**config.mk**
```make
export PLATFORM = sky130hd
export DESIGN_NAME = chmon_ctrl
export DESIGN_NICKNAME = d
export VERILOG_FILES = /design/src/include/chmon_pkg.sv /design/src/hw/chmon_tick.sv /design/src/hw/chmon_ctrl.sv
export SDC_FILE = /design/constraint.sdc
export NUM_CORES = 1
export LEC_CHECK = 0
export BUFFER_PORTS_ARGS = -buffer_cell sky130_fd_sc_hd__buf_2
export CAP_MARGIN = 20
export CORE_MARGIN = 10
export CORE_UTILIZATION = 58
export DETAILED_ROUTE_END_ITERATION = 10
export HOLD_SLACK_MARGIN = 0.05
export PLACE_DENSITY = 0.8
export SLEW_MARGIN = 10
export SYNTH_ARGS = -nofsm -noshare
export SYNTH_HDL_FRONTEND = slang
export SYNTH_SLANG_ARGS = --single-unit
```
**constraint.sdc**
```tcl
create_clock -name clk -period 2.4 [get_ports clk]
set_input_delay 0.36 -clock clk [delete_from_list [all_inputs] [get_ports clk]]
set_output_delay 0.36 -clock clk [all_outputs]
set_load 0.02 [all_outputs]
```
**src/include/chmon_pkg.sv**
```systemverilog
// chmon_pkg: constants, register map and carrier types of the charger monitor
// converter control block.
// assumes a 40 MHz system clock and word-wide register accesses by command code.
`default_nettype none
package chmon_pkg;
	// clock and timing
	localparam int unsigned CLK_HZ = 40000000;
	localparam int unsigned CONV_TIME_MS = 10; // one full conversion set
	localparam int unsigned PERIOD_TIME_MS = 1000; // continuous repeat period
	localparam int unsigned CONV_CYCLES = CLK_HZ / 1000 * CONV_TIME_MS;
	localparam int unsigned PERIOD_CYCLES = CLK_HZ / 1000 * PERIOD_TIME_MS;
	localparam int unsigned NUM_CHAN = 8;
	// register command codes
	localparam logic [7:0] ADDR_STATE_FLAGS = 8'h20;
	localparam logic [7:0] ADDR_THROTTLE_PROFILE = 8'h34;
	localparam logic [7:0] ADDR_CONV_OPTION = 8'h35;
	// reset values
	localparam logic [15:0] RST_THROTTLE_PROFILE = 16'h8120;
	localparam logic [15:0] RST_CONV_OPTION = 16'h2000;
	// converter option field positions
	localparam int unsigned POS_REPEAT = 15;
	localparam int unsigned POS_START = 14;
	localparam int unsigned POS_RANGE = 13;
	localparam int unsigned POS_RESV_HI = 12;
	localparam int unsigned POS_RESV_LO = 8;
	// throttle profile field position
	localparam int unsigned POS_ADAPTER_LOSS = 0;
	// state flags field position written by the host
	localparam int unsigned POS_SYS_OVP = 4;
	// channel order in a conversion set
	typedef enum logic [2:0] {
		CH_BAT_VOLT = 3'h0,
		CH_SYS_VOLT = 3'h1,
		CH_CHG_CUR = 3'h2,
		CH_DCHG_CUR = 3'h3,
		CH_IN_CUR = 3'h4,
		CH_SYS_PWR = 3'h5,
		CH_BUS_VOLT = 3'h6,
		CH_CMP_IN = 3'h7
	} chmon_chan_type;
	// sequencer states
	typedef enum logic [1:0] {
		SEQ_IDLE = 2'h0,
		SEQ_CONV = 2'h1,
		SEQ_WAIT = 2'h2
	} chmon_seq_type;
	// register access request
	typedef struct packed {
		logic wr;
		logic rd;
		logic [7:0] addr;
		logic [15:0] wdata;
	} chmon_regreq_type;
	// fault events from charger logic, one-cycle pulses or levels
	typedef struct packed {
		logic ac_overvolt;
		logic bat_overcur;
		logic ac_overcur;
		logic latch_off;
		logic otg_overvolt;
		logic otg_undercur;
	} chmon_fault_type;
	// live charger status shown in the high byte of the state flags
	typedef struct packed {
		logic input_optimizer_done;
		logic in_volt_regulation;
		logic in_cur_regulation;
		logic in_fast_charge;
		logic in_pre_charge;
		logic in_otg;
	} chmon_live_type;
endpackage
`default_nettype wire

```
**src/hw/chmon_tick.sv**
```systemverilog
// chmon_tick: free counter that pulses once every LIMIT cycles while run is high.
// assumes run is a registered level from the same clock domain.
`timescale 1ns/1ps
`default_nettype none
module chmon_tick #(
	parameter int unsigned LIMIT = 50000
) (
	input wire logic clk,
	input wire logic srst,
	input wire logic ce,
	input wire logic run,
	output logic done
);
	localparam int unsigned W = (LIMIT > 1) ? $clog2(LIMIT) : 1;
	localparam logic [W-1:0] LAST = W'(LIMIT - 1);
	typedef struct packed {
		logic [W-1:0] cnt;
	} chmon_tick_state_type;
	chmon_tick_state_type st_r;
	chmon_tick_state_type st_nxt;

	// counter restarts whenever run drops
	always_comb
	begin
		st_nxt = st_r;
		if (!run || st_r.cnt == LAST)
			st_nxt.cnt = '0;
		else
			st_nxt.cnt = st_r.cnt + W'(1);
	end

	always_ff @(posedge clk)
	begin
		if (srst)
			st_r <= '0;
		else if (ce)
			st_r <= st_nxt;
	end

	assign done = run && (st_r.cnt == LAST);
endmodule // chmon_tick
`default_nettype wire

```
**src/hw/chmon_ctrl.sv**
```systemverilog
// chmon_ctrl: monitor converter option register, conversion sequencer,
// throttle profile bit and charger state flags.
// assumes register requests arrive decoded from the host port, one per cycle,
// on the system clock; adapter and overvoltage levels arrive from pins.
// timing counts are parameters so a bench can shrink a set to a few cycles.
// Operation
// channel updates follow battery volt, system volt, charge, discharge, input, power, bus, comparator.
// the converter stays idle while low power mode is active.
// asking for conversion on battery only takes the device out of low power mode.
// one full conversion set takes ten milliseconds.
// in one-shot mode one set of updates follows each start.
// in continuous mode a full set of updates repeats every second.
// the host writes one to the start bit and the device clears it after a one-shot set.
// bit 13 selects the input range, zero low and one high, high after reset.
// the host should pick the low range for low input voltage or a single cell.
// eight channel enable bits, all off after reset, switch channels on.
// bits 12 to 8 of the option register are reserved, writable, zero after reset.
// with the adapter loss bit set, the throttle output goes low after adapter removal.
// the host keeps bit 15 of the first charge option clear to get the throttle pulse.
// fault flags in the low byte of the state flags stay set until the host reads them.
// system overvoltage sets a flag and stops the power stage until the host writes it to zero; the code also clears it on adapter removal.
// only enabled channels are converted and disabled result fields stay untouched.
`timescale 1ns/1ps
`default_nettype none
module chmon_ctrl
	import chmon_pkg::*;
#(
	parameter int unsigned CONV_CYC = chmon_pkg::CONV_CYCLES,
	parameter int unsigned PERIOD_CYC = chmon_pkg::PERIOD_CYCLES
) (
	input wire logic clk,
	input wire logic srst,
	input wire logic ce,
	input wire chmon_pkg::chmon_regreq_type req,
	output logic [15:0] rdata,
	input wire logic adapter_present_pin,
	input wire logic sys_overvolt_pin,
	input wire logic low_power_request,
	input wire chmon_pkg::chmon_fault_type fault_event,
	input wire chmon_pkg::chmon_live_type live_status,
	output logic channel_update,
	output logic [2:0] channel_index,
	output logic conv_busy,
	output logic input_range_select,
	output logic low_power_mode,
	output logic converter_disable,
	output logic processor_throttle_n
);
	import chmon_pkg::*;

	localparam int unsigned SLOT_CYC = CONV_CYC / NUM_CHAN;

	// whole block state, registered as one word
	typedef struct packed {
		// sequencer position
		chmon_seq_type seq;
		logic [2:0] chan;
		// converter option register fields
		logic conversion_repeat_select;
		logic start;
		logic input_range_select;
		logic [4:0] resv;
		logic [7:0] chan_on;
		// throttle profile word and status flags
		logic [15:0] profile;
		chmon_fault_type faults;
		logic system_overvoltage_flag;
		// pin synchronisers and edge history
		logic adapt_s1;
		logic adapt_s2;
		logic adapt_d;
		logic ovp_s1;
		logic ovp_s2;
		// registered outputs
		logic removal;
		logic lp;
		logic upd;
		logic [2:0] upd_chan;
		logic [15:0] rdata;
	} chmon_state_type;

	chmon_state_type st_r;
	chmon_state_type st_nxt;
	// timer strobes
	logic slot_done;
	logic period_done;
	// decoded requests
	logic wr_opt;
	logic wr_prof;
	logic wr_flags;
	logic rd_flags;
	// adapter and low power levels
	logic adapter_fall;
	logic battery_only;
	logic lp_active;
	// register read views
	logic [15:0] flags_view;
	logic [15:0] opt_view;

	// slot timer paces one channel per eighth of a set
	chmon_tick #(
		.LIMIT(SLOT_CYC)
	) u_slot (
		.clk(clk),
		.srst(srst),
		.ce(ce),
		.run(st_r.seq == SEQ_CONV),
		.done(slot_done)
	);

	// period timer spaces continuous sets from set start to set start
	chmon_tick #(
		.LIMIT(PERIOD_CYC)
	) u_period (
		.clk(clk),
		.srst(srst),
		.ce(ce),
		.run(st_r.seq != SEQ_IDLE && st_r.conversion_repeat_select),
		.done(period_done)
	);

	// request decode, one command per cycle
	assign wr_opt = req.wr && req.addr == ADDR_CONV_OPTION;
	assign wr_prof = req.wr && req.addr == ADDR_THROTTLE_PROFILE;
	assign wr_flags = req.wr && req.addr == ADDR_STATE_FLAGS;
	assign rd_flags = req.rd && req.addr == ADDR_STATE_FLAGS;

	// adapter loss edge and battery-only level
	assign adapter_fall = st_r.adapt_d && !st_r.adapt_s2;
	assign battery_only = !st_r.adapt_s2;

	// battery-only conversion exit
	assign lp_active = low_power_request && !(st_r.start && battery_only);

	// state flags view: live status high, latched faults low
	assign flags_view = {
		st_r.adapt_s2, // input present
		live_status.input_optimizer_done,
		1'b0, // reserved
		live_status.in_volt_regulation,
		live_status.in_cur_regulation,
		live_status.in_fast_charge,
		live_status.in_pre_charge,
		live_status.in_otg,
		st_r.faults.ac_overvolt,
		st_r.faults.bat_overcur,
		st_r.faults.ac_overcur,
		st_r.system_overvoltage_flag,
		1'b0, // reserved
		st_r.faults.latch_off,
		st_r.faults.otg_overvolt,
		st_r.faults.otg_undercur
	};

	// option register view, field by field
	assign opt_view = {
		st_r.conversion_repeat_select,
		st_r.start,
		st_r.input_range_select,
		st_r.resv,
		st_r.chan_on
	};

	// next state of registers, flags and sequencer
	always_comb
	begin
		st_nxt = st_r;
		st_nxt.upd = 1'b0;
		// pin synchronisers
		st_nxt.adapt_s1 = adapter_present_pin;
		st_nxt.adapt_s2 = st_r.adapt_s1;
		st_nxt.adapt_d = st_r.adapt_s2;
		st_nxt.ovp_s1 = sys_overvolt_pin;
		st_nxt.ovp_s2 = st_r.ovp_s1;
		st_nxt.lp = lp_active;

		// option register write
		if (wr_opt)
		begin
			st_nxt.conversion_repeat_select = req.wdata[POS_REPEAT];
			// host start write
			st_nxt.start = req.wdata[POS_START];
			// range select
			st_nxt.input_range_select = req.wdata[POS_RANGE];
			// reserved read/write
			st_nxt.resv = req.wdata[POS_RESV_HI:POS_RESV_LO];
			// channel enables
			st_nxt.chan_on = req.wdata[7:0];
		end

		// profile word, only the adapter loss bit acts
		if (wr_prof)
			st_nxt.profile = req.wdata;

		// faults held until read
		st_nxt.faults = (st_r.faults & ~{$bits(chmon_fault_type){rd_flags}}) | fault_event;

		// overvoltage latch, host write of zero clears
		if ((wr_flags && !req.wdata[POS_SYS_OVP]) || adapter_fall)
			st_nxt.system_overvoltage_flag = 1'b0;
		if (st_r.ovp_s2)
			st_nxt.system_overvoltage_flag = 1'b1;

		// adapter removal latch
		if (st_r.adapt_s2 || !st_r.profile[POS_ADAPTER_LOSS])
			st_nxt.removal = 1'b0;
		else if (adapter_fall)
			st_nxt.removal = 1'b1;

		// read data, unmapped reads give zero
		if (req.rd)
		begin
			unique case (req.addr)
				ADDR_STATE_FLAGS: st_nxt.rdata = flags_view;
				ADDR_THROTTLE_PROFILE: st_nxt.rdata = st_r.profile;
				ADDR_CONV_OPTION: st_nxt.rdata = opt_view;
				default: st_nxt.rdata = 16'h0000;
			endcase
		end

		// sequencer, one channel slot at a time
		unique case (st_r.seq)
			SEQ_IDLE:
			begin
				st_nxt.chan = CH_BAT_VOLT;
				// idle in low power
				if (st_r.start && !lp_active)
					st_nxt.seq = SEQ_CONV;
			end

			SEQ_CONV:
			begin
				// abort on low power or a cleared start
				if (lp_active || !st_nxt.start)
					st_nxt.seq = SEQ_IDLE;
				// eight slots make one set
				else if (slot_done)
				begin
					// enabled channels only
					st_nxt.upd = st_r.chan_on[st_r.chan];
					st_nxt.upd_chan = st_r.chan;
					// fixed channel order
					st_nxt.chan = st_r.chan + 3'h1;
					if (st_r.chan == CH_CMP_IN)
					begin
						if (st_r.conversion_repeat_select)
							st_nxt.seq = SEQ_WAIT;
						else
						begin
							// one-shot ends, start self-clears
							st_nxt.seq = SEQ_IDLE;
							if (!(wr_opt && req.wdata[POS_START]))
								st_nxt.start = 1'b0;
						end
					end
				end
			end

			SEQ_WAIT:
			begin
				st_nxt.chan = CH_BAT_VOLT;
				// leave on abort or when repeat is dropped
				if (lp_active || !st_nxt.start || !st_r.conversion_repeat_select)
					st_nxt.seq = SEQ_IDLE;
				// repeat every period
				else if (period_done)
					st_nxt.seq = SEQ_CONV;
			end

			// unused state code falls back to idle
			default:
				st_nxt.seq = SEQ_IDLE;
		endcase
	end

	// state register with clock enable
	always_ff @(posedge clk)
	begin
		if (srst)
		begin
			// clear all, then the non-zero reset fields
			st_r <= '0;
			st_r.seq <= SEQ_IDLE;
			st_r.input_range_select <= RST_CONV_OPTION[POS_RANGE];
			st_r.profile <= RST_THROTTLE_PROFILE;
		end
		else if (ce)
			st_r <= st_nxt;
	end

	// read data and channel update strobe
	assign rdata = st_r.rdata;
	assign channel_update = st_r.upd;
	assign channel_index = st_r.upd_chan;

	// converter activity and input range
	assign conv_busy = st_r.seq == SEQ_CONV;
	assign input_range_select = st_r.input_range_select;

	// power state and protection
	assign low_power_mode = st_r.lp;
	assign converter_disable = st_r.system_overvoltage_flag;

	// throttle low after removal
	assign processor_throttle_n = !st_r.removal;
endmodule // chmon_ctrl
`default_nettype wire

```
==> Implementation_results.wiki, run 1 <==
{| class="wikitable"
! Metric !! Value
|-
| CP Cell Sequence || nor4bb_1, buf_4, nand4_1, a2111oi_0, mux2_2, a21oi_1
|-
| Gate Count Post-Synth || 560
|-
| Count of max-cap constraint violations || 0
|-
| Transition at the pin with the smallest max-transition slack || about 730 ps
|-
| Part of the cycle the worst path needs || 90.5%
|-
| Final-report max-slew violation count || 0
|-
| Post-CTS Hold Buffers || 0
|-
| Maximum fanout encountered on the critical timing path || 6
|-
| Core area || around 0.009 mm2
|-
| Fraction of layout cells with a size suffix above 1 || 20.4%
|-
| Vias in the first global route || 4497
|-
| Status || complete, no violations
|-
| Floorplan die area || 0.0132 mm2
|-
| Post-layout min period || about 2200 ps
|-
| Share of the core filled with cells in the final layout || 69.6%
|-
| Average wire per standard cell || about 18 um
|-
| Number of distinct library cells after synthesis || 61
|-
| Total negative setup slack || 0 ps
|-
| Via-to-Cell Ratio || 5.95
|-
| Type of the tightest min-delay check || input port to register
|-
| Global-route wire length before repair || 21500 um
|-
| Endpoints failing hold || 0
|-
| Count of boundary I/O pins || roughly 70
|-
| Top delay family on crit path || compound AO/OA/AOI/OAI gates
|-
| Worst Path Buf+Inv || 1
|-
| Required time of the critical path || 2830 ps
|-
| Leakage || roughly 2.2 nW
|-
| Maximum buffer depth of the clock tree || 2
|-
| Setup crit end kind || register
|-
| Register bit total from synthesis || 113
|-
| Levels on crit path || 6
|-
| Count of flip-flops with a built-in enable after synthesis || 0
|-
| CTS root buf || clkbuf_8
|-
| Post-detailed-route count of antenna-violating nets || 0
|-
| H-tree levels || 4
|-
| Sequential Power Share || a little over two fifths
|-
| Areal power density over the cells || roughly 730 mW/mm2
|-
| Switching power || 1.03 mW
|-
| 1st-iter DRT viols || just under 300
|-
| Inst Count DP || 707
|-
| Post-layout nets || 666
|-
| Top routing layer in use || met4
|-
| Crit-path max cell delay || about 560 ps
|-
| Max stage delay cell, worst path || a2111oi_0
|-
| Die W || 115 um
|-
| Part of the Yosys area used for sequential elements || 43.2%
|-
| Post-CTS sizing || 0
|-
| Routability Congestion || ~0.86
|-
| Synth Flop Type || dfxtp_1
|-
| Maximum number of pins on one net before global-route repair || 43
|-
| Internal Dissipation || 3.40 mW
|-
| Post-synthesis net count || just over 600
|-
| Total length of routed met3 wires || between 700 and 800 um
|-
| Number of buffers added by the clock tree synthesis step || 17
|-
| Global-route usage over all layers || 20.0%
|-
| Number of synthesis warnings || 0
|-
| Kind of launch point of the worst setup path || register
|-
| Worst max-slew margin expressed relative to the limit || 51.3%
|-
| Via count of the routed design || 4409
|-
| Hpwl dp || approximately 9100 um
|-
| Data arrival at the endpoint of the critical path || 2600 ps
|-
| DRT met1 WL || 5390 um
|-
| Iteration count of the initial detailed-routing pass || 5
|-
| Initial cell density of the core || 59.8%
|-
| Average footprint of a synthesized cell || 9.36 um2
|-
| Number of buffer cells added on primary ports || 68
|-
| Clock Pin Slew Worst Setup and Hold Paths || around 60 ps
|-
| Proportion of power drawn by the clock network || around 52%
|-
| TritonCTS clock tree || yes
|-
| Buffers inserted during post-CTS setup optimization || 0
|-
| Overall power consumption || 4.43 mW
|-
| Number of placement rows || 34
|-
| Number of clock sinks || 113
|-
| Setup repair after global routing missed its margin || false
|-
| Overall die height || around 120 um
|-
| Leftover overflow at the end of global routing || 0
|-
| WL met2 || ~6600 um
|-
| Combinational power share || ~4.5%
|-
| Synthesized area || 0.00524 mm2
|-
| Number of antenna violations at the first check in global routing || 2
|-
| Final Instance Count excl. Fillers || 741
|-
| Clk_skew || 8.02 ps
|-
| Insertion delay of the later-clocked pin in the worst-skew pair || 510 ps
|-
| Setup Viol. Count Final || 0
|-
| Synth-to-Final Area Change || 16.4%
|-
| Routed WL || 13000 um
|-
| Fraction of power spent switching nets || 23.2%
|-
| Category of the critical setup timing path || register to register
|-
| Worst hold stages || 3
|-
| Worst-case vdd ir drop || 0.000418 V
|-
| Maximum clock frequency || 0.460 GHz
|-
| Number of cells traversed by the worst register-to-register path || 6
|-
| FFs w/ async S/R, synth || 0%
|-
| Post-route DRC violation count || 0
|}
## metal layers
layer  up-vias  GRT usage, %
met1      2115          22.5
met3        22          6.15
met5         -             0
met2       157          33.8
met4         0          9.57
li1       2115             -
## final timing paths
check | start | endpoint | slack (ps)
worst max register to register | u_slot.st_r[5] | st_r[66] | 230
worst min register to register | st_r[21] | st_r[21] | 480
worst min-delay path | sys_overvolt_pin | st_nxt[22] | 100
worst max-delay path | u_slot.st_r[5] | st_r[66] | 230
## per-stage QoR
step | hold slack, ps | area [um2] | setup slack, ps
finish | 96.2 | 6100 | 228
CTS | 76.2 | 6100 | 241
floorplan | 440 | 5240 | 333
global placement | 460 | 5540 | 286
detailed placement | 469 | 5540 | 149
global route | 90.0 | 6100 | 59.4
## cell usage after synthesis, types with 4 or more instances
cell type  number  area share [%]
a21oi_1        11             1.1
a222oi_1       14             2.7
a22oi_1         6            0.86
a2bb2oi_1      15             2.5
and3_1          4            0.48
buf_4          24             3.4
clkbuf_1       11            0.79
dfxtp_1       113              43
ha_1            4            0.95
inv_1           9            0.64
mux2i_1        42             8.0
nand2_1        28             2.0
nand3_1        12             1.1
nand4_1        22             2.6
nor2_1        114             8.2
nor2b_1         4            0.48
nor3_1         12             1.1
nor4_1          5            0.60
nor4bb_1        4            0.76
xnor2_1        21             3.5
xor2_1         18             3.0
## power by group through the flow
| stage | logic [mW] | registers, mW | clock network [mW] |
|---|---|---|---|
| after global placement | 0.194 | 1.95 | 0 |
| after floorplan | 0.125 | 1.95 | 0 |
| after global routing | 0.219 | 1.92 | 2.43 |
| after detailed placement | 0.198 | 1.96 | 0 |
| final | 0.200 | 1.92 | 2.32 |
| after CTS | 0.200 | 1.92 | 2.34 |
## sequential cells by signal, indices dropped and copies added, names as in the netlist
signal / count
st_nxt: 2
u_period.st_r: 26
opt_view: 15
st_r: 24
channel_update: 1
converter_disable: 1
rdata: 16
low_power_mode: 1
channel_index: 3
u_slot.st_r: 16
flags_view: 7
input_range_select: 1
## cells in the final DEF, fill, tap and decap left out, types with 4 or more instances in the layout
master,count
a22oi_1,6
nor4_1,5
clkbuf_16,16
a2bb2oi_1,15
xor2_1,18
nand2_1,28
nor4bb_1,4
buf_2,68
a222oi_1,14
nor2b_1,4
buf_4,15
nand4_1,22
and3_1,4
xnor2_1,21
nor2_1,114
nand3_1,12
dfxtp_1,113
nor3_1,11
clkinvlp_4,5
inv_1,9
ha_1,4
mux2i_1,42
a21oi_1,11
## worst register-to-register path: stages, from the launching register on
cell       delay (ps)
dfxtp_1           360
nor4bb_1          320
buf_4             180
nand4_1           150
a2111oi_0         570
mux2_2            400
a21oi_1           140
## kinds of logic after synthesis
family          count (synthesis)  share of synthesized area (%)
flops                         113                           43.2
fa+ha+maj                       4                          0.955
xor+xnor                       39                           6.52
mux                            46                           9.31
simple gates                  235                           22.5
compound gates                 70                           11.3
buf+inv                        53                           6.28
## cell type report
class	count	area, um2
diodes	2	5.00
inverters	9	33.8
fillers	663	2660
flip-flops and latches	113	2260
clock buffers	21	449
repair buffers	83	453
multi-input cells	394	2660
clock inverters	11	108
well taps	108	135
Power figures use the tool's default switching activity.
==> run 2: changes to the inputs <==
RECOVER_POWER = 50   (was default)
==> run 2 against run 1 <==
Effect of this change: flip-flop and latch count did not move; worst setup slack got worse by 7.4 ps; maximum frequency fell by 0.34%; largest cell class unchanged; total power fell by 0.16%.
==> Implementation_results.wiki, run 2 (synthesis gave the netlist of run 1 again) <==
{| class="wikitable"
! Metric !! Value
|-
| Status || complete, no violations
|-
| Number of clock sinks || about 110
|-
| Average wire per standard cell || ~17 um
|-
| Setup Viol. Count Final || 0
|-
| Setup crit end kind || register
|-
| H-tree levels || 4
|-
| Core area || around 0.0088 mm2
|-
| Filler Cell Count || about 680
|-
| Post-route DRC violation count || 0
|-
| Overall die height || 115 um
|-
| CP Cell Sequence || clkbuf_1, nand2_1, nor3_4, clkbuf_2, mux2i_1, nor2_1
|-
| Insertion delay of the later-clocked pin in the worst-skew pair || 500 ps
|-
| Initial cell density of the core || around 60%
|-
| Number of antenna violations at the first check in global routing || 2
|-
| Global-route wire length before repair || 21500 um
|-
| Via-to-Cell Ratio || 5.95
|-
| Most frequent cells in the layout || 114 x nor2_1, 113 x dfxtp_1, 43 x buf_2, 42 x mux2i_1
|-
| Transition at the pin with the smallest max-transition slack || 1050 ps
|-
| Proportion of power drawn by the clock network || 52.2%
|-
| Leftover overflow at the end of global routing || 0
|-
| Number of flip-flops under the largest register name || 26
|-
| Worst Path Buf+Inv || 2
|-
| Switching power || 1.02 mW
|-
| Fraction of power spent switching nets || between 20% and 30%
|-
| Routed WL || between 10000 and 15000 um
|-
| Post-layout min period || 2180 ps
|-
| Regs by FF count || u_period.st_r (26), st_r (24)
|-
| Via count of the routed design || 4410
|-
| Kind of launch point of the worst setup path || input port
|-
| Top delay family on crit path || buffers and inverters
|-
| Synth-to-Final Area Change || 15.3%
|-
| Internal Dissipation || approximately 3.4 mW
|-
| Count of max-cap constraint violations || 0
|-
| Floorplan die area || about 0.013 mm2
|-
| Worst-case vdd ir drop || approximately 0.00042 V
|-
| Post-CTS Hold Buffers || 0
|-
| Final-report max-slew violation count || 0
|-
| Largest reg by FF count || u_period.st_r
|-
| Crit-path max cell delay || 750 ps
|-
| Required time of the critical path || 2770 ps
|-
| Maximum fanout encountered on the critical timing path || 21
|-
| Vias in the first global route || roughly 4.5k
|-
| Sequential Power Share || 43.3%
|-
| Worst max-slew margin expressed relative to the limit || between 30% and 40%
|-
| Hpwl dp || 9110 um
|-
| Type of the tightest min-delay check || input port to register
|-
| Number of placement rows || 34
|-
| Data arrival at the endpoint of the critical path || roughly 2600 ps
|-
| Maximum clock frequency || 0.459 GHz
|-
| Clock Pin Slew Worst Setup and Hold Paths || around 60 ps
|-
| Areal power density over the cells || 732 mW/mm2
|-
| CTS root buf || clkbuf_8
|-
| Commonest non-fill, non-tap cell in the layout || nor2_1
|-
| Global-route usage over all layers || 20.0%
|-
| Maximum buffer depth of the clock tree || 2
|-
| Post-layout nets || ~670
|-
| Clk_skew || 7.53 ps
|-
| Maximum number of pins on one net before global-route repair || 43
|-
| Buffers inserted during post-CTS setup optimization || 0
|-
| Category of the critical setup timing path || input port to register
|-
| Leakage || 2.10 nW
|-
| Total negative setup slack || 0 ps
|-
| Count of boundary I/O pins || 69
|-
| Part of the cycle the worst path needs || 90.8%
|-
| Max stage delay cell, worst path || clkbuf_1
|-
| Number of buffer cells added on primary ports || 68
|-
| Post-detailed-route count of antenna-violating nets || 0
|-
| 1st-iter DRT viols || 284
|-
| Routability Congestion || 0.856
|-
| Iteration count of the initial detailed-routing pass || 6
|-
| Worst slack on hold paths || ~98 ps
|-
| Post-CTS sizing || 0
|-
| Endpoints failing hold || 0
|-
| TritonCTS clock tree || yes
|-
| Fraction of layout cells with a size suffix above 1 || 16.0%
|-
| Setup repair after global routing missed its margin || false
|-
| Number of buffers added by the clock tree synthesis step || 17
|-
| Die W || 115 um
|-
| Combinational power share || under 10%
|}
## run 2: cell count changes in the layout (fill, tap and decap cells not counted), sizes merged
cell | before | now
buf | 83 | 56
clkbuf | 21 | 48
## run 2: cell type report
class	count	area [um2]	area share, %
multi-input cells	394	2640	43.6
flip-flops and latches	113	2260	37.4
clock buffers	21	449	7.43
repair buffers	83	415	6.87
well taps	108	135	2.23
clock inverters	11	108	1.78
inverters	9	33.8	0.559
diodes	2	5.00	0.0828
## run 2: final timing paths
kind | cells past startpoint | slack (ps) | end | start
max | 6 | 220 | st_r[46] | ce
min | 3 | 100 | st_nxt[22] | sys_overvolt_pin
max reg2reg | 6 | 220 | st_r[66] | u_slot.st_r[5]
min reg2reg | 2 | 490 | rdata[8] | rdata[8]
## run 2: metrics by stage
stage          utilization [%]  cells  worst slack, ps  power [mW]  area [um2]
6_report                  69.0    741              220        4.42        6050
5_1_grt                   69.0    741             59.4        4.56        6050
4_1_cts                   69.6    739              241        4.45        6100
3_5_place_dp              63.2    707              149        2.15        5540
3_3_place_gp              63.2    707              286        2.15        5540
2_1_floorplan                -    560              333        2.07        5240
## run 2: worst min-delay path: stages
cell,delay [ps]
buf_2,70
mux2i_1,60
nor2_1,70
## run 2: layer usage
metal / vias to the layer above / global-route usage [%] / part of all wire (%)
met5: - / 0 / 0
met2: 165 / 33.8 / 51
met1: 2115 / 22.5 / 42
li1: 2116 / - / -
met3: 14 / 6.15 / 6.1
met4: 0 / 9.57 / 1.4
## run 2: power by group through the flow
| stage | combinational (mW) | clock (mW) | sequential, mW |
|---|---|---|---|
| after floorplan | 0.125 | 0 | 1.95 |
| after CTS | 0.200 | 2.34 | 1.92 |
| final | 0.198 | 2.31 | 1.92 |
| after global placement | 0.194 | 0 | 1.95 |
| after global routing | 0.217 | 2.43 | 1.92 |
| after detailed placement | 0.198 | 0 | 1.96 |
